`src/spb_map.vh`:
```
// address map, field layout and timing constants of the serial port block
`ifndef SPB_MAP_VH
`define SPB_MAP_VH

// ============================================================
// clock and oversampling
`define SPB_CLK_HZ        25000000
`define SPB_OVS           16
`define SPB_TICK_LAST     4'hF
`define SPB_TICK_HALF     4'h7
`define SPB_DIV_W         16

// ============================================================
// baud rate select codes and rates
`define SPB_SEL_EXT       4'h0
`define SPB_SEL_MAX       4'hA
`define SPB_BAUD_1        75
`define SPB_BAUD_2        110
`define SPB_BAUD_3        150
`define SPB_BAUD_4        200
`define SPB_BAUD_5        300
`define SPB_BAUD_6        600
`define SPB_BAUD_7        1200
`define SPB_BAUD_8        2400
`define SPB_BAUD_9        4800
`define SPB_BAUD_10       9600

// ============================================================
// chip enable window on address bits 15, 17 and 19
`define SPB_ADDR_W        20
`define SPB_CE_BIT_LO     15
`define SPB_CE_BIT_MID    17
`define SPB_CE_BIT_HI     19
`define SPB_CE_LO_VAL     1'b1
`define SPB_CE_MID_VAL    1'b0
`define SPB_CE_HI_VAL     1'b0
`define SPB_OFF_W         15

// ============================================================
// register offsets inside the window (byte addresses)
`define SPB_CHAN_BIT      2
`define SPB_CTRL_BIT      3
`define SPB_OFF_DATA_A    15'h0000
`define SPB_OFF_DATA_B    15'h0004
`define SPB_OFF_CTRL_A    15'h0008
`define SPB_OFF_CTRL_B    15'h000C
`define SPB_OFF_BAUD      15'h0010
`define SPB_OFF_CONFIG    15'h0014

// ============================================================
// control write fields, status read fields, config fields
`define SPB_CTL_RTS       0
`define SPB_CTL_DTR       1
`define SPB_CTL_RXIE      2
`define SPB_CTL_ERRCLR    7
`define SPB_ST_RDY        0
`define SPB_ST_TXE        1
`define SPB_ST_CTS        2
`define SPB_ST_DCD        3
`define SPB_ST_OVR        4
`define SPB_ST_FRM        5
`define SPB_CFG_IDX_MAX   4'h9
`define SPB_CFG_FLOW      4
`define SPB_CFG_RST       8'h00
`define SPB_BAUD_RST      4'h0
`define SPB_BAUD_VALID    4

`endif

```
`src/spb_baud_div.v`:
```
// baud rate generator: 16x sample tick from a latched 4-bit select code
`include "spb_map.vh"

module spb_baud_div #(
    parameter CLK_HZ = `SPB_CLK_HZ
) (
    // clock and reset
    input  wire       clk,
    input  wire       rst_n,
    // rate select and external rate clock
    input  wire [3:0] sel,
    input  wire       ext_clk,
    // 16x tick and square wave
    output reg        tick,
    output reg        wave
);

    reg  [`SPB_DIV_W-1:0] cnt_r;
    reg  [3:0]            sel_prev_r;
    reg                   ext_prev_r;
    wire [`SPB_DIV_W-1:0] div;
    wire                  restart;

    // ============================================================
    // divisor: rounded to nearest, worst error 0.147 percent at 4800 and 9600
    function [`SPB_DIV_W-1:0] div_of;
        input [3:0] code;
        integer     rate;
        integer     q;
        begin
            case (code)
                4'h1:    rate = `SPB_BAUD_1;
                4'h2:    rate = `SPB_BAUD_2;
                4'h3:    rate = `SPB_BAUD_3;
                4'h4:    rate = `SPB_BAUD_4;
                4'h5:    rate = `SPB_BAUD_5;
                4'h6:    rate = `SPB_BAUD_6;
                4'h7:    rate = `SPB_BAUD_7;
                4'h8:    rate = `SPB_BAUD_8;
                4'h9:    rate = `SPB_BAUD_9;
                default: rate = `SPB_BAUD_10;
            endcase
            q      = (CLK_HZ + (`SPB_OVS * rate) / 2) / (`SPB_OVS * rate);
            div_of = q[`SPB_DIV_W-1:0];
        end
    endfunction

    assign div = div_of(sel);
    // restart on change
    assign restart = (sel != sel_prev_r);

    // ============================================================
    // synchronous divider
    always @(posedge clk) begin
        if (!rst_n) begin
            cnt_r      <= {`SPB_DIV_W{1'b0}};
            sel_prev_r <= `SPB_BAUD_RST;
            ext_prev_r <= 1'b0;
            tick       <= 1'b0;
            wave       <= 1'b0;
        end else begin
            sel_prev_r <= sel;
            ext_prev_r <= ext_clk;
            tick       <= 1'b0;
            if (restart) begin
                cnt_r <= {`SPB_DIV_W{1'b0}};
                wave  <= 1'b0;
            // external rate passed through
            end else if (sel == `SPB_SEL_EXT) begin
                cnt_r <= {`SPB_DIV_W{1'b0}};
                wave  <= ext_clk;
                tick  <= ext_clk & ~ext_prev_r;
            // undefined codes idle
            end else if (sel > `SPB_SEL_MAX) begin
                cnt_r <= {`SPB_DIV_W{1'b0}};
                wave  <= 1'b0;
            // rate codes divide
            end else if (cnt_r == div - 1'b1) begin
                cnt_r <= {`SPB_DIV_W{1'b0}};
                tick  <= 1'b1;
                wave  <= 1'b1;
            end else begin
                cnt_r <= cnt_r + 1'b1;
                if (cnt_r == (div >> 1))
                    wave <= 1'b0;
            end
        end
    end

endmodule // spb_baud_div

```
`src/spb_serial_top.v`:
```
// serial port: baud generator, two-channel async serial controller, apb glue
// Summary of operation
// processor writes 4-bit rate code, latched, chooses bit rate.
// synchronous counters make 16x sample clock within 0.2 percent.
// code 0 passes external clock; codes 1-5 give 75 to 300 baud.
// codes 6-10 give 600 to 9600 baud at 16x.
// codes 11-15 idle the output; divider restarts on code change.
// channel A rx/tx clocks and channel B shared clock from generator.
// two independent async channels, serial to parallel and back.
// each channel also handles modem control lines.
// address bit 1 picks channel, high is B; the code decodes PADDR bit 2.
// address bit 2 high selects control, low selects data; the code uses PADDR bit 3.
// chip enable decoded from address bits 15, 17 and 19.
// when enabled, writes take data or commands, reads return data.
// read strobe active only with bit 19 low and read direction.
// chain-in and first-cycle inputs are held high by the board.
// controller drives its interrupt output low to request service.
// serial interrupt goes to priority level input bit one.
// internal signals positive true; line pins are inverted.
// ten exclusive configurations; rate and handshake kept stored.
`include "spb_map.vh"

module spb_serial_top #(
    parameter CLK_HZ = `SPB_CLK_HZ
) (
    // clock and reset
    input  wire                   MCLK,
    input  wire                   RSTN,
    // apb slave
    input  wire                   PSEL,
    input  wire                   PENABLE,
    input  wire                   PWRITE,
    input  wire [`SPB_ADDR_W-1:0] PADDR,
    input  wire [31:0]            PWDATA,
    output reg  [31:0]            PRDATA,
    output wire                   PREADY,
    output wire                   PSLVERR,
    // external rate clock and generated clocks
    input  wire                   EXT_BAUD_CLK,
    output wire                   CHAN_A_RX_CLOCK,
    output wire                   CHAN_A_TX_CLOCK,
    output wire                   CHAN_B_SHARED_CLOCK,
    // serial lines, index 0 is channel A, index 1 channel B
    output wire [1:0]             TXD_N,
    input  wire [1:0]             RXD_N,
    output wire [1:0]             RTS_N,
    output wire [1:0]             DTR_N,
    input  wire [1:0]             CTS_N,
    input  wire [1:0]             DCD_N,
    // interrupt chain and request
    input  wire                   IRQ_CHAIN_IN,
    input  wire                   FIRST_CYCLE_MARKER,
    output reg                    SERIAL_IRQ_N,
    output reg                    PRIORITY_LEVEL_BIT_ONE_N
);

    localparam RX_IDLE  = 2'b00;
    localparam RX_START = 2'b01;
    localparam RX_DATA  = 2'b10;
    localparam RX_STOP  = 2'b11;

    reg  [3:0]             baud_sel_r;
    reg  [7:0]             config_r;
    wire                   tick;
    wire                   wave;
    wire                   chip_en;
    wire                   rd_strobe_n;
    wire [`SPB_OFF_W-1:0]  off;
    wire                   mapped;
    wire                   acc;
    wire                   wr_acc;
    wire                   rd_acc;
    wire [15:0]            ch_rdata;
    wire [15:0]            ch_status;
    wire [1:0]             ch_irq;
    reg  [31:0]            prdata_nxt;

    // ============================================================
    // chip enable window
    assign chip_en = (PADDR[`SPB_CE_BIT_LO] == `SPB_CE_LO_VAL)
                   & (PADDR[`SPB_CE_BIT_MID] == `SPB_CE_MID_VAL)
                   & (PADDR[`SPB_CE_BIT_HI] == `SPB_CE_HI_VAL);
    // read strobe from bit 19 and direction
    assign rd_strobe_n = ~(PSEL & ~PWRITE & ~PADDR[`SPB_CE_BIT_HI]);
    assign off     = PADDR[`SPB_OFF_W-1:0];
    assign mapped  = chip_en & ((off == `SPB_OFF_DATA_A) | (off == `SPB_OFF_DATA_B)
                   | (off == `SPB_OFF_CTRL_A) | (off == `SPB_OFF_CTRL_B)
                   | (off == `SPB_OFF_BAUD) | (off == `SPB_OFF_CONFIG));
    // zero wait states: access phase always completes
    assign PREADY  = 1'b1;
    assign PSLVERR = PSEL & PENABLE & ~mapped;
    assign acc     = PSEL & PENABLE & mapped;
    // writes and reads only when enabled
    assign wr_acc  = acc & PWRITE;
    assign rd_acc  = acc & ~rd_strobe_n;

    // ============================================================
    // rate code latch, R18 stored configuration
    always @(posedge MCLK) begin
        if (!RSTN) begin
            baud_sel_r <= `SPB_BAUD_RST;
            config_r   <= `SPB_CFG_RST;
        end else if (wr_acc) begin
            if (off == `SPB_OFF_BAUD)
                baud_sel_r <= PWDATA[3:0];
            // only the ten configurations are accepted
            if ((off == `SPB_OFF_CONFIG) && (PWDATA[3:0] <= `SPB_CFG_IDX_MAX))
                config_r <= PWDATA[7:0];
        end
    end

    spb_baud_div #(
        .CLK_HZ (CLK_HZ)
    ) u_div (
        .clk     (MCLK),
        .rst_n   (RSTN),
        .sel     (baud_sel_r),
        .ext_clk (EXT_BAUD_CLK),
        .tick    (tick),
        .wave    (wave)
    );

    // all channel clocks from generator
    assign CHAN_A_RX_CLOCK     = wave;
    assign CHAN_A_TX_CLOCK     = wave;
    assign CHAN_B_SHARED_CLOCK = wave;

    // ============================================================
    // two independent channels
    genvar g;
    generate
        for (g = 0; g < 2; g = g + 1) begin : ch
            reg  [1:0] rx_st_r;
            reg  [3:0] rx_cnt_r;
            reg  [2:0] rx_bit_r;
            reg  [7:0] rx_sh_r;
            reg  [7:0] rx_data_r;
            reg        rx_rdy_r;
            reg        ovr_r;
            reg        frm_r;
            reg  [7:0] tx_hold_r;
            reg        tx_full_r;
            reg        tx_busy_r;
            reg  [9:0] tx_sh_r;
            reg  [3:0] tx_cnt_r;
            reg  [3:0] tx_bit_r;
            reg        txd_r;
            reg        rts_r;
            reg        dtr_r;
            reg        rxie_r;
            wire       rx_line;
            wire       cts;
            wire       dcd;
            wire       sel_data;
            wire       sel_ctrl;
            wire       rx_done;
            wire       rx_clr;
            wire       err_clr;

            // inverting receivers
            assign rx_line  = ~RXD_N[g];
            assign cts      = ~CTS_N[g];
            assign dcd      = ~DCD_N[g];
            // channel bit, R10 control or data bit
            assign sel_data = (off[`SPB_CHAN_BIT] == g) & ~off[`SPB_CTRL_BIT] & (off < `SPB_OFF_BAUD);
            assign sel_ctrl = (off[`SPB_CHAN_BIT] == g) & off[`SPB_CTRL_BIT] & (off < `SPB_OFF_BAUD);
            assign rx_done  = tick & (rx_st_r == RX_STOP) & (rx_cnt_r == `SPB_TICK_LAST) & rx_line;
            assign rx_clr   = rd_acc & sel_data;
            assign err_clr  = wr_acc & sel_ctrl & PWDATA[`SPB_CTL_ERRCLR];

            // receiver: start bit checked at mid-bit, then one sample per bit
            always @(posedge MCLK) begin
                if (!RSTN) begin
                    rx_st_r   <= RX_IDLE;
                    rx_cnt_r  <= 4'h0;
                    rx_bit_r  <= 3'h0;
                    rx_sh_r   <= 8'h00;
                    rx_data_r <= 8'h00;
                    rx_rdy_r  <= 1'b0;
                    ovr_r     <= 1'b0;
                    frm_r     <= 1'b0;
                end else begin
                    // set wins over a clear in the same cycle
                    if (rx_done)
                        rx_rdy_r <= 1'b1;
                    else if (rx_clr)
                        rx_rdy_r <= 1'b0;
                    if (rx_done && rx_rdy_r && !rx_clr)
                        ovr_r <= 1'b1;
                    else if (err_clr)
                        ovr_r <= 1'b0;
                    if (tick && (rx_st_r == RX_STOP) && (rx_cnt_r == `SPB_TICK_LAST) && !rx_line)
                        frm_r <= 1'b1;
                    else if (err_clr)
                        frm_r <= 1'b0;
                    if (rx_done)
                        rx_data_r <= rx_sh_r;
                    if (tick) begin
                        rx_cnt_r <= rx_cnt_r + 1'b1;
                        case (rx_st_r)
                            RX_IDLE: begin
                                rx_cnt_r <= 4'h0;
                                if (!rx_line)
                                    rx_st_r <= RX_START;
                            end
                            RX_START: begin
                                if (rx_cnt_r == `SPB_TICK_HALF) begin
                                    rx_cnt_r <= 4'h0;
                                    rx_bit_r <= 3'h0;
                                    rx_st_r  <= rx_line ? RX_IDLE : RX_DATA;
                                end
                            end
                            RX_DATA: begin
                                if (rx_cnt_r == `SPB_TICK_LAST) begin
                                    rx_sh_r  <= {rx_line, rx_sh_r[7:1]};
                                    rx_bit_r <= rx_bit_r + 1'b1;
                                    if (rx_bit_r == 3'h7)
                                        rx_st_r <= RX_STOP;
                                end
                            end
                            RX_STOP: begin
                                if (rx_cnt_r == `SPB_TICK_LAST)
                                    rx_st_r <= RX_IDLE;
                            end
                            default: rx_st_r <= RX_IDLE;
                        endcase
                    end
                end
            end

            // transmitter, 8 data bits, 1 stop, lsb first; flow waits for cts
            always @(posedge MCLK) begin
                if (!RSTN) begin
                    tx_hold_r <= 8'h00;
                    tx_full_r <= 1'b0;
                    tx_busy_r <= 1'b0;
                    tx_sh_r   <= 10'h3FF;
                    tx_cnt_r  <= 4'h0;
                    tx_bit_r  <= 4'h0;
                    txd_r     <= 1'b1;
                end else begin
                    // a write while the holding register is full is dropped
                    if (wr_acc && sel_data && !tx_full_r) begin
                        tx_hold_r <= PWDATA[7:0];
                        tx_full_r <= 1'b1;
                    end
                    if (!tx_busy_r && tx_full_r && (cts || !config_r[`SPB_CFG_FLOW])) begin
                        tx_sh_r   <= {1'b1, tx_hold_r, 1'b0};
                        tx_full_r <= 1'b0;
                        tx_busy_r <= 1'b1;
                        tx_cnt_r  <= 4'h0;
                        tx_bit_r  <= 4'h0;
                    end else if (tx_busy_r && tick) begin
                        tx_cnt_r <= tx_cnt_r + 1'b1;
                        if (tx_cnt_r == `SPB_TICK_LAST) begin
                            tx_sh_r  <= {1'b1, tx_sh_r[9:1]};
                            tx_bit_r <= tx_bit_r + 1'b1;
                            if (tx_bit_r == 4'h9)
                                tx_busy_r <= 1'b0;
                        end
                    end
                    txd_r <= tx_busy_r ? tx_sh_r[0] : 1'b1;
                end
            end

            // modem control and interrupt enable
            always @(posedge MCLK) begin
                if (!RSTN) begin
                    rts_r  <= 1'b0;
                    dtr_r  <= 1'b0;
                    rxie_r <= 1'b0;
                end else if (wr_acc && sel_ctrl) begin
                    rts_r  <= PWDATA[`SPB_CTL_RTS];
                    dtr_r  <= PWDATA[`SPB_CTL_DTR];
                    rxie_r <= PWDATA[`SPB_CTL_RXIE];
                end
            end

            // inverting drivers
            assign TXD_N[g] = ~txd_r;
            assign RTS_N[g] = ~rts_r;
            assign DTR_N[g] = ~dtr_r;
            assign ch_rdata[g*8 +: 8]  = rx_data_r;
            assign ch_status[g*8 +: 8] = {2'b00, frm_r, ovr_r, dcd, cts,
                                          ~tx_full_r & ~tx_busy_r, rx_rdy_r};
            assign ch_irq[g] = rx_rdy_r & rxie_r;
        end
    endgenerate

    // ============================================================
    // read data: registered in the setup phase, stable in the access phase
    always @* begin
        prdata_nxt = 32'h0000_0000;
        case (off)
            `SPB_OFF_DATA_A: prdata_nxt[7:0] = ch_rdata[7:0];
            `SPB_OFF_DATA_B: prdata_nxt[7:0] = ch_rdata[15:8];
            `SPB_OFF_CTRL_A: prdata_nxt[7:0] = ch_status[7:0];
            `SPB_OFF_CTRL_B: prdata_nxt[7:0] = ch_status[15:8];
            `SPB_OFF_BAUD: begin
                prdata_nxt[3:0]             = baud_sel_r;
                prdata_nxt[`SPB_BAUD_VALID] = (baud_sel_r <= `SPB_SEL_MAX);
            end
            `SPB_OFF_CONFIG: prdata_nxt[7:0] = config_r;
            default:         prdata_nxt = 32'h0000_0000;
        endcase
    end

    always @(posedge MCLK) begin
        if (!RSTN)
            PRDATA <= 32'h0000_0000;
        else if (PSEL && !PENABLE && !rd_strobe_n && chip_en)
            PRDATA <= prdata_nxt;
    end

    // ============================================================
    // active-low request, R16 routed to level bit one
    always @(posedge MCLK) begin
        if (!RSTN) begin
            SERIAL_IRQ_N             <= 1'b1;
            PRIORITY_LEVEL_BIT_ONE_N <= 1'b1;
        end else begin
            // chain inputs held high by the board gate the request
            SERIAL_IRQ_N             <= ~(|ch_irq & IRQ_CHAIN_IN & FIRST_CYCLE_MARKER);
            PRIORITY_LEVEL_BIT_ONE_N <= ~(|ch_irq & IRQ_CHAIN_IN & FIRST_CYCLE_MARKER);
        end
    end

endmodule // spb_serial_top

```
`config.mk`:
```
export PLATFORM = sky130hd
export DESIGN_NAME = spb_serial_top
export DESIGN_NICKNAME = d
export VERILOG_FILES = /design/src/spb_baud_div.v /design/src/spb_serial_top.v
export VERILOG_INCLUDE_DIRS = /design/src
export SDC_FILE = /design/constraint.sdc
export NUM_CORES = 1
export LEC_CHECK = 0
export BUFFER_PORTS_ARGS = -buffer_cell sky130_fd_sc_hd__buf_4
export CORE_MARGIN = 2
export CORE_UTILIZATION = 29
export DETAILED_ROUTE_END_ITERATION = 6
export PLACE_DENSITY_LB_ADDON = 0.12
export SKIP_LAST_GASP = 1
export SLEW_MARGIN = 25
export SYNTH_ARGS = -nofsm -noshare
export SYNTH_HDL_FRONTEND = slang
export SYNTH_SLANG_ARGS = --single-unit
export TNS_END_PERCENT = 10
```
`constraint.sdc`:
```
create_clock -name MCLK -period 78.5 [get_ports MCLK]
set_clock_uncertainty 0.15 [all_clocks]
set_input_delay 3.925 -clock MCLK [delete_from_list [all_inputs] [get_ports MCLK]]
set_output_delay 3.925 -clock MCLK [all_outputs]
set_load 0.01 [all_outputs]
```
# == Yosys cells after proc, flatten, opt, wreduce, memory -nomap -nowiden ==
# Memory sizes are Yosys's and may differ from the RTL's. A register that Yosys moved wholly into a read port is not among the register bits.
# Index checks and enable logic that the tools add are counted.
# op_classes
div,1
order_cmp,4
addsub,11
bitwise_logic,67
eq_ne,34
n_reduce_logical,76
mux,59
# op_table
operator,count
9-bit two-way mux,6
1-bit AND,37
26-bit by 31-bit adder with 32-bit output (first input constant),1
32-bit by 32-bit divider with 32-bit output,1
15-bit by 4-bit == test with 1-bit output (second input constant),2
15-bit by 5-bit == test with 1-bit output (second input constant),2
5-bit one-hot mux with 6 select lines,1
2-bit nonzero test,14
1-bit logical AND,26
1-bit two-way mux,25
1-bit inverter,25
4-bit by 1-bit adder with 4-bit output (second input constant),6
4-bit == test (second input constant),6
2-bit two-way mux,12
16-bit by 1-bit adder with 16-bit output (second input constant),1
16-bit by 15-bit == test with 1-bit output,1
16-bit == test,1
4-bit two-way mux,4
2-bit inequality test (second input constant),8
2-bit one-hot mux with 4 select lines,2
4-bit one-hot mux with 2 select lines,2
2-bit AND reduction,8
16-bit by 1-bit subtractor with 16-bit output (second input constant),1
15-bit by 3-bit == test with 1-bit output (second input constant),1
25 further kinds,59
# totals
rom_bits,224
register_bits,162
memories,1
input_bits,66
# memory_table
name,words,width,read_ports,rd_clocked_by_memory_dff,wr,line,text
(name not given),16,14,1,1,0,spb_baud_div.v:31,case (code)

# == Longest topological paths before layout ==
# Gate-level depths: netlist (run 1).
# logic_depth
ltp_word,13
ltp_mapped,377
depth_no_buf,342

# == By module ==
# From an unflattened synthesis (run 1), not the netlist that was laid out.
# hier_totals
cells_unflattened,3286
area_unflattened_um2,24653.6
# modules_own_cells
mod,cells_each,instances,seq_area_each_um2,area_each_um2
spb_baud_div,2534,1,460.4,18082.3
spb_serial_top,752,1,2782.7,6571.3

# == Worst setup path before layout (run 1) ==
# Ideal clock, no wire load.
# synth_path
path_type,reg-to-reg
startpoint,register (tool-made name)
endpoint,register u_div.cnt_r[10]
stages_incl_launch_ff,360
t_required_ns,78.212
n_path_buf,40
arrival_time_ns,73.310
slack_ns,4.902
cell_sequence,dfxtp_1 buf_6 or3_1 buf_2 nor4_4 nand2_1 clkbuf_1 nor3_1 ha_1 xnor2_1 nand3b_1 a21oi_1 ha_1 or4b_2 a21oi_1 a31oi_1 and2_1 ha_1 [... 324 more ...] o21ai_0 nand2b_1 a211oi_1 o2111ai_1 a21o_1 a211oi_2 and4_1 ha_1 and2_0 clkbuf_1 nand3_1 or3_1 o21a_1 a2111oi_1 inv_1 a211o_1 a221oi_2 nor3_1
# synth_lines
item,line,text
"end signal, assigned",spb_baud_div.v:56,cnt_r <= {`SPB_DIV_W{1'b0}};
"end signal, assigned",spb_baud_div.v:66,cnt_r <= {`SPB_DIV_W{1'b0}};
"end signal, assigned",spb_baud_div.v:70,cnt_r <= {`SPB_DIV_W{1'b0}};
"end, declared",spb_baud_div.v:18,reg [`SPB_DIV_W-1:0] cnt_r;

==> results of run 1 <==
-- cells by family after synthesis --
| logic type | share of synthesized area |
|---|---|
| xor+xnor | 0.0719 |
| mux | 0.0557 |
| buf+inv | 0.0396 |
| flops | 0.135 |
| compound gates | 0.287 |
| simple gates | 0.255 |
| fa+ha+maj | 0.156 |
| other cells | 0.000288 |
-- cell usage after synthesis (all sizes together) (95+ instances only) --
| master | n | area (um2) |
|---|---|---|
| o21ai | 177 | 893 |
| dfxtp | 176 | 3520 |
| nor2 | 262 | 988 |
| nor2b | 100 | 626 |
| nand2 | 352 | 1320 |
| a21oi | 210 | 1070 |
| o21a | 151 | 1130 |
| inv | 95 | 357 |
| nor3 | 217 | 1100 |
| o31ai | 97 | 733 |
| ha | 324 | 4050 |
| xnor2 | 141 | 1230 |
-- power groups by stage --
stage | clock network (mW) | logic [mW] | registers, mW
floorplan | 0 | 0.00660 | 0.0918
global placement | 0 | 0.00941 | 0.0918
detailed placement | 0 | 0.00937 | 0.0918
CTS | 0.0859 | 0.00940 | 0.0897
global route | 0.0893 | 0.0106 | 0.0898
finish | 0.0832 | 0.00954 | 0.0897
-- area by class of cell --
class                      instances  area, um2
fill                            9602      59400
multi-input combinational       3104      21900
sequential                       176       3520
tap                             1165       1460
timing repair buffer             183       1400
clock buffer                      20        447
inverter                          95        357
clock inverter                    12        118
-- sequential cells by signal, summed over array words and instances (netlist names), 4 cells and up, named ones only --
signal,count
ch.tx_sh_r,18
PRDATA,8
config_r,8
ch.rx_bit_r,6
baud_sel_r,4
ch.tx_bit_r,8
u_div.cnt_r,16
u_div.sel_prev_r,4
ch.tx_cnt_r,8
ch.rx_sh_r,16
ch.rx_data_r,16
ch.rx_cnt_r,8
ch.tx_hold_r,16
-- what timing repair did --
| action | 4_1_cts | 5_1_grt |
|---|---|---|
| buffers inserted | 0 | 8 |
| setup endpoints to repair | 0 | 18 |
| resized for setup | 0 | 60 |
-- placed cells by master (no fill, tap or decap), drive strengths merged, types with 20 or more instances in the layout --
master,n
nor3,217
o31ai,97
nand4,30
nor4,26
ha,324
o21ai,177
a31oi,28
o21a,151
mux2i,91
or2,39
a211oi,37
inv,102
nor2,262
or3,40
nor2b,100
xnor2,141
nand2,352
mux2,48
clkbuf,20
a21o,54
nand3,91
o211ai,27
a21boi,22
nand2b,46
dfxtp,176
a21oi,210
conb,36
and2,48
and3,28
buf,183
xor2,72
-- tightest hold or removal path: cells and delay by family, from the launching register on --
kind	cells	cell delay [ns]
AO/OA/AOI/OAI	1	0.05
flip-flops	1	0.33
AND/OR/NAND/NOR	1	0.06
-- how the worst max path moves through the flow --
stage / from / endpoint
4_1_cts: flip-flop / u_div.wave
3_3_place_gp: flip-flop / u_div.wave
2_1_floorplan: flip-flop / u_div.cnt_r[10]
5_1_grt: flip-flop / u_div.cnt_r[10]
3_5_place_dp: flip-flop / u_div.cnt_r[12]
6_report: flip-flop / u_div.cnt_r[12]
-- metal layers --
layer | GRT usage | vias up | part of all wire | wire [um]
met5 | 0 | - | 0.00032 | 27
met4 | 0.0237 | 4 | 0.0089 | 748
met3 | 0.0132 | 42 | 0.022 | 1830
met2 | 0.289 | 304 | 0.44 | 37100
met1 | 0.254 | 11900 | 0.52 | 43900
li1 | - | 13200 | - | -
==> summary.txt, run 1 <==
Run status
  • Status: complete, no violations

Drt
  • Drt drc: 0
  • Initial DRC Count: 1285
  • DRT Pass-1 Iters: 5
  • Detail Route Antenna Nets: 0
  • Total Wirelength: between 80 and 90 mm
  • DR WL/cell: between 15 and 20 um
  • Vias: 25500
  • Via density: 5.36

Die
  • Core ar.: around 89000 um2
  • Top-Level Pins: ~110
  • Initial core utilization: 0.294
  • Cell row count: between 100 and 150
  • Die width: 304 um
  • Die ar.: approximately 90000 um2
  • Die Y: roughly 300 um

STA
  • Min cycle time layout: 72.54 ns
  • Final setup violation count: 0
  • Setup TNS: 0 ns
  • Final Cycle Share: 0.924
  • Final WS setup: ~6.0 ns
  • RSZ-0062 raised after global routing: false
  • Slew Limit Fails: 0
  • Worst Tran Pin Value: between 1 and 1.5 ns
  • Slew HR: 0.292
  • Count of final hold-check violations: 0
  • Peak Freq: around 0.014 GHz
  • WHS: 0.332 ns

Flow run
  • Max_cap viols: 0

Layout
  • Final Core Density: 0.329
  • Area grow syn2layout: 12.1%
  • Diode count: 0
  • Nets: ~4000
  • Share of cells above drive strength 1: 0.116
  • Layout Cells excl Fill: approximately 4800
  • Final Instance Area: ~29000 um2

Clock network
  • Quantity of hold-fixing buffers added after cts: 0
  • Deepest clock path buffer count: 2
  • Worst-path clk slew: about 0.070 ns
  • H-tree depth: 4
  • Worst-Skew Late Latency: approximately 0.44 ns
  • Clk sink count: ~180
  • CTS tree: done
  • Root buf cell: clkbuf_16
  • Number of CTS-inserted buffers: 17

Setup path
  • Most used cell, CP: o21a_1
  • Arr. time, crit path: about 73 ns
  • FF-to-FF End: u_div.cnt_r[12]
  • CP top delay family: compound AO/OA/AOI/OAI gates
  • Worst path buffer plus inverter count: 13
  • Crit path largest cell delay: between 0.6 and 0.7 ns
  • WP depth: around 330
  • Crit Path Class: flip-flop to flip-flop
  • Crit path max fanout: 15
  • Crit path required time: 78.66 ns
  • Setup crit end kind: flip-flop
  • R2R cell count: ~330
  • Slowest CP cell: or4b_2
  • Flop-to-flop setup slack: 5.96 ns
  • Critical Path Source Type: flip-flop

Global routing
  • Total grt overflow: 0
  • Initial antenna violation count: 2
  • First-pass GRT wire length: approximately 130 mm
  • GRT Total Usage: 0.176
  • Largest net degree at the start of global routing: a little under 70
  • Vias in the first global route: ~24000

Logic synthesis
  • Gate Count Post-Synth: between 3000 and 4000
  • FF+latch count, synth: 176
  • Seq/Total Area, Yosys: 0.135
  • Post-synth EDFFs: 0
  • Synth warn: 0
  • Syn Std Cell Area: approximately 26000 um2
  • Predominant post-synthesis flop cell: dfxtp_1
  • Post-synth cell types: 112
  • Average footprint of a synthesized cell: 7.48 um2
  • Async S/R FF share, synth: 0

Hold path
  • Hold path endpoint: ch[1].tx_cnt_r[1]
  • Worst Hold Class: flip-flop to flip-flop
  • Hold depth: 2
  • Hold Crit Start: ch[1].tx_cnt_r[1]

Place
  • Placer Congestion: 0.821
  • DP Worst Slack: approximately 1.3 ns
  • IO Port Bufs: 59
  • Final HPWL DP: ~67 mm
  • Cells after DPL: between 4000 and 5000
  • Dpl cell area: between 20000 and 30000 um2

Power
  • Comb power frac: 0.052
  • VDD IR max: roughly 15 uV
  • Seq pwr share: 0.492
  • Psw: between 40 and 50 uW
  • Clock Power Share: 0.456
  • Pint: 136 uW
  • Power Dens Cells: roughly 6.2 nW/um2
  • Power, Total: between 150 and 200 uW
  • Sw Ratio: 0.253
  • Pleak: approximately 12 nW
Note: power is estimated with default switching activity, not from simulation.
==> run 2, diff against run 1 <==
--- a/config.mk
+++ b/config.mk
@@ -10,9 +10,9 @@
 export CORE_MARGIN = 2
 export CORE_UTILIZATION = 29
 export DETAILED_ROUTE_END_ITERATION = 6
+export GPL_ROUTABILITY_DRIVEN = 0
 export PLACE_DENSITY_LB_ADDON = 0.12
 export SKIP_LAST_GASP = 1
-export SLEW_MARGIN = 25
 export SYNTH_ARGS = -nofsm -noshare
 export SYNTH_HDL_FRONTEND = slang
 export SYNTH_SLANG_ARGS = --single-unit
==> constraint.sdc (replaced) <==
create_clock -name MCLK -period 87.9 [get_ports MCLK]
set_clock_uncertainty 0.15 [all_clocks]
set_input_delay 4.395 -clock MCLK [delete_from_list [all_inputs] [get_ports MCLK]]
set_output_delay 4.395 -clock MCLK [all_outputs]
set_load 0.01 [all_outputs]
==> summary.txt, run 2 (synthesized netlist as in run 1, its figures left out) <==
Global routing
  • GRT Total Usage: 0.171 (-0.00430)
  • Initial antenna violation count: 1 (-1)
  • Total grt overflow: 0 (unchanged)
  • Vias in the first global route: 23800 (-2.3%)
  • Largest net degree at the start of global routing: 68 (unchanged)
  • First-pass GRT wire length: 131 mm (-2.0%)

Die
  • Cell row count: 109 (unchanged)
  • Top-Level Pins: 111 (unchanged)
  • Die Y: 304 um (unchanged)
  • Die width: 304 um (unchanged)
  • Core ar.: 88600 um2 (unchanged)
  • Die ar.: 92200 um2 (unchanged)
  • Initial core utilization: 0.294 (unchanged)

STA
  • Worst Tran Pin Value: 1.05 ns (-0.00640 ns)
  • Peak Freq: 0.0124 GHz (-10%)
  • Min cycle time layout: 80.69 ns (+8.15 ns)
  • Slew Limit Fails: 0 (unchanged)
  • Final WS setup: 7.21 ns (+1.25 ns)
  • Final setup violation count: 0 (unchanged)
  • Slew HR: 0.303 (+0.0117)
  • Final Cycle Share: 0.918 (-0.00607)
  • RSZ-0062 raised after global routing: false
  • Count of final hold-check violations: 0 (unchanged)
  • Setup TNS: 0 ns (unchanged)

Clock network
  • Deepest clock path buffer count: 2 (unchanged)
  • Worst-Skew Late Latency: 0.43 ns (about the same)
  • Number of CTS-inserted buffers: 17 (unchanged)
  • Quantity of hold-fixing buffers added after cts: 0 (unchanged)
  • H-tree depth: 4 (unchanged)
  • Worst-path clk slew: 0.07 ns (about the same)
  • CTS resizes: 0 (unchanged)
  • Post-CTS Setup Inserts: 0 (unchanged)
  • Clk sink count: 176 (unchanged)
  • Root buf cell: clkbuf_16
  • CTS tree: done

Power
  • Pleak: 11.3 nW (-3.8%)
  • Power Dens Cells: 5.73 nW/um2 (-8.3%)
  • VDD IR max: 14.3 uV (-7.1%)

Place
  • IO Port Bufs: 59 (unchanged)
  • DP Worst Slack: 4.43 ns (+3.11 ns)
  • Final HPWL DP: 64.7 mm (-2.9%)

Flow run
  • Max_cap viols: 0 (unchanged)

Layout
  • Reg with most FFs: ch.tx_sh_r
  • Nets: 3881 (-2.2%)
  • Share of cells above drive strength 1: 0.0873 (-0.0288)
  • Filler Cell Count: 9655 (+0.55%)
  • Commonest cells after routing, fill and taps aside: 350 x nand2_1, 324 x ha_1, 254 x nor2_1, 213 x nor3_1, 205 x a21oi_1
  • Max reg flops: 18 (unchanged)
  • Commonest non-fill, non-tap cell in the layout: nand2_1
  • Area grow syn2layout: 9.01%
  • Final Core Density: 0.320 (-0.00908)
  • Diode count: 0 (unchanged)

Hold path
  • Hold depth: 2 (unchanged)
  • Hold path endpoint: ch[1].tx_cnt_r[1]
  • Worst Hold Class: flip-flop to flip-flop
  • Hold Crit Start: ch[1].tx_cnt_r[1]

Drt
  • Detail Route Antenna Nets: 0 (unchanged)
  • Drt drc: 0 (unchanged)
  • DR WL/cell: 17.4 um (-0.81%)
  • Initial DRC Count: 1407 (+9.5%)
  • Via density: 5.38 (+0.41%)
  • Vias: 25100 (-1.4%)
  • Total Wirelength: 81.4 mm (-2.6%)
  • DRT Pass-1 Iters: 6 (+1)

Setup path
  • CP top delay family: compound AO/OA/AOI/OAI gates
  • Crit Path Class: flip-flop to flip-flop
  • Setup crit end kind: flip-flop
  • Crit path required time: 88.05 ns (+9.39 ns)
  • FF-to-FF End: u_div.cnt_r[15]
  • R2R cell count: 328 (+0.61%)
  • Worst path buffer plus inverter count: 11 (-2)
  • Slowest CP cell: or4b_2
  • Flop-to-flop setup slack: 7.21 ns (+1.25 ns)
  • Crit path max fanout: 40 (+25)
  • Most used cell, CP: o21a_1
  • Critical Path Source Type: flip-flop
  • Arr. time, crit path: 80.84 ns (+8.14 ns)
  • Crit path largest cell delay: 0.66 ns (about the same)

Run status
  • Status: complete, no violations
## run 2: routing by layer
| metal | global-route usage | routed length, um | up-vias |
|---|---|---|---|
| met4 | 0.0198 | 651 | 0 |
| met2 | 0.280 | 36200 | 301 |
| met1 | 0.251 | 42500 | 11700 |
| met5 | 0 | 0 | - |
| li1 | - | - | 13100 |
| met3 | 0.0130 | 2050 | 39 |
## run 2: area by class of cell
type | instances | area [um2] | share of cell area
clock buffers | 20 | 447 | 0.0157
flip-flops and latches | 176 | 3520 | 0.124
well taps | 1165 | 1460 | 0.0513
repair buffers | 98 | 736 | 0.0259
inverters | 95 | 357 | 0.0126
clock inverters | 12 | 113 | 0.00397
multi-input cells | 3103 | 21800 | 0.766
## run 2: how the worst max path moves through the flow
stage | end | slack (ns) | depth (start not counted) | startpoint
3_3_place_gp | u_div.cnt_r[13] | 3.92 | 326 | flip-flop
2_1_floorplan | u_div.cnt_r[10] | 14.30 | 359 | flip-flop
6_report | u_div.cnt_r[15] | 7.21 | 328 | flip-flop
4_1_cts | u_div.cnt_r[11] | 4.09 | 325 | flip-flop
5_1_grt | u_div.cnt_r[15] | 0.002 | 329 | flip-flop
3_5_place_dp | u_div.cnt_r[13] | 4.43 | 325 | flip-flop
## run 2: stage by stage
step / total power, mW / cell area, um2 / instances / hold WS, ns
6_report: 0.163 / 28400 / 4669 / 0.335
5_1_grt: 0.169 / 28400 / 4669 / 0.369
4_1_cts: 0.165 / 28300 / 4669 / 0.334
3_5_place_dp: 0.0904 / 27700 / 4637 / 0.324
3_3_place_gp: 0.0904 / 27700 / 4637 / 0.321
2_1_floorplan: 0.0878 / 26200 / 3515 / 0.263
## run 2: where the power goes
part           switching, mW  total, mW  internal [mW]  leakage, nW
clock network         0.0357     0.0740         0.0383        0.276
logic                0.00503    0.00850        0.00346         9.65
registers           0.000237     0.0801         0.0799         1.42
total                 0.0410      0.163          0.122         11.3
## run 2: worst reg2reg max path: cells and delay by family (launching register included)
family / cells / cell delay, ns
adder cells (fa/ha/maj): 28 / 8.70
AO/OA/AOI/OAI: 190 / 45.63
XOR/XNOR: 1 / 0.16
AND/OR/NAND/NOR: 93 / 21.33
buffers and inverters: 11 / 2.25
multiplexers: 5 / 1.90
flip-flops: 1 / 0.42
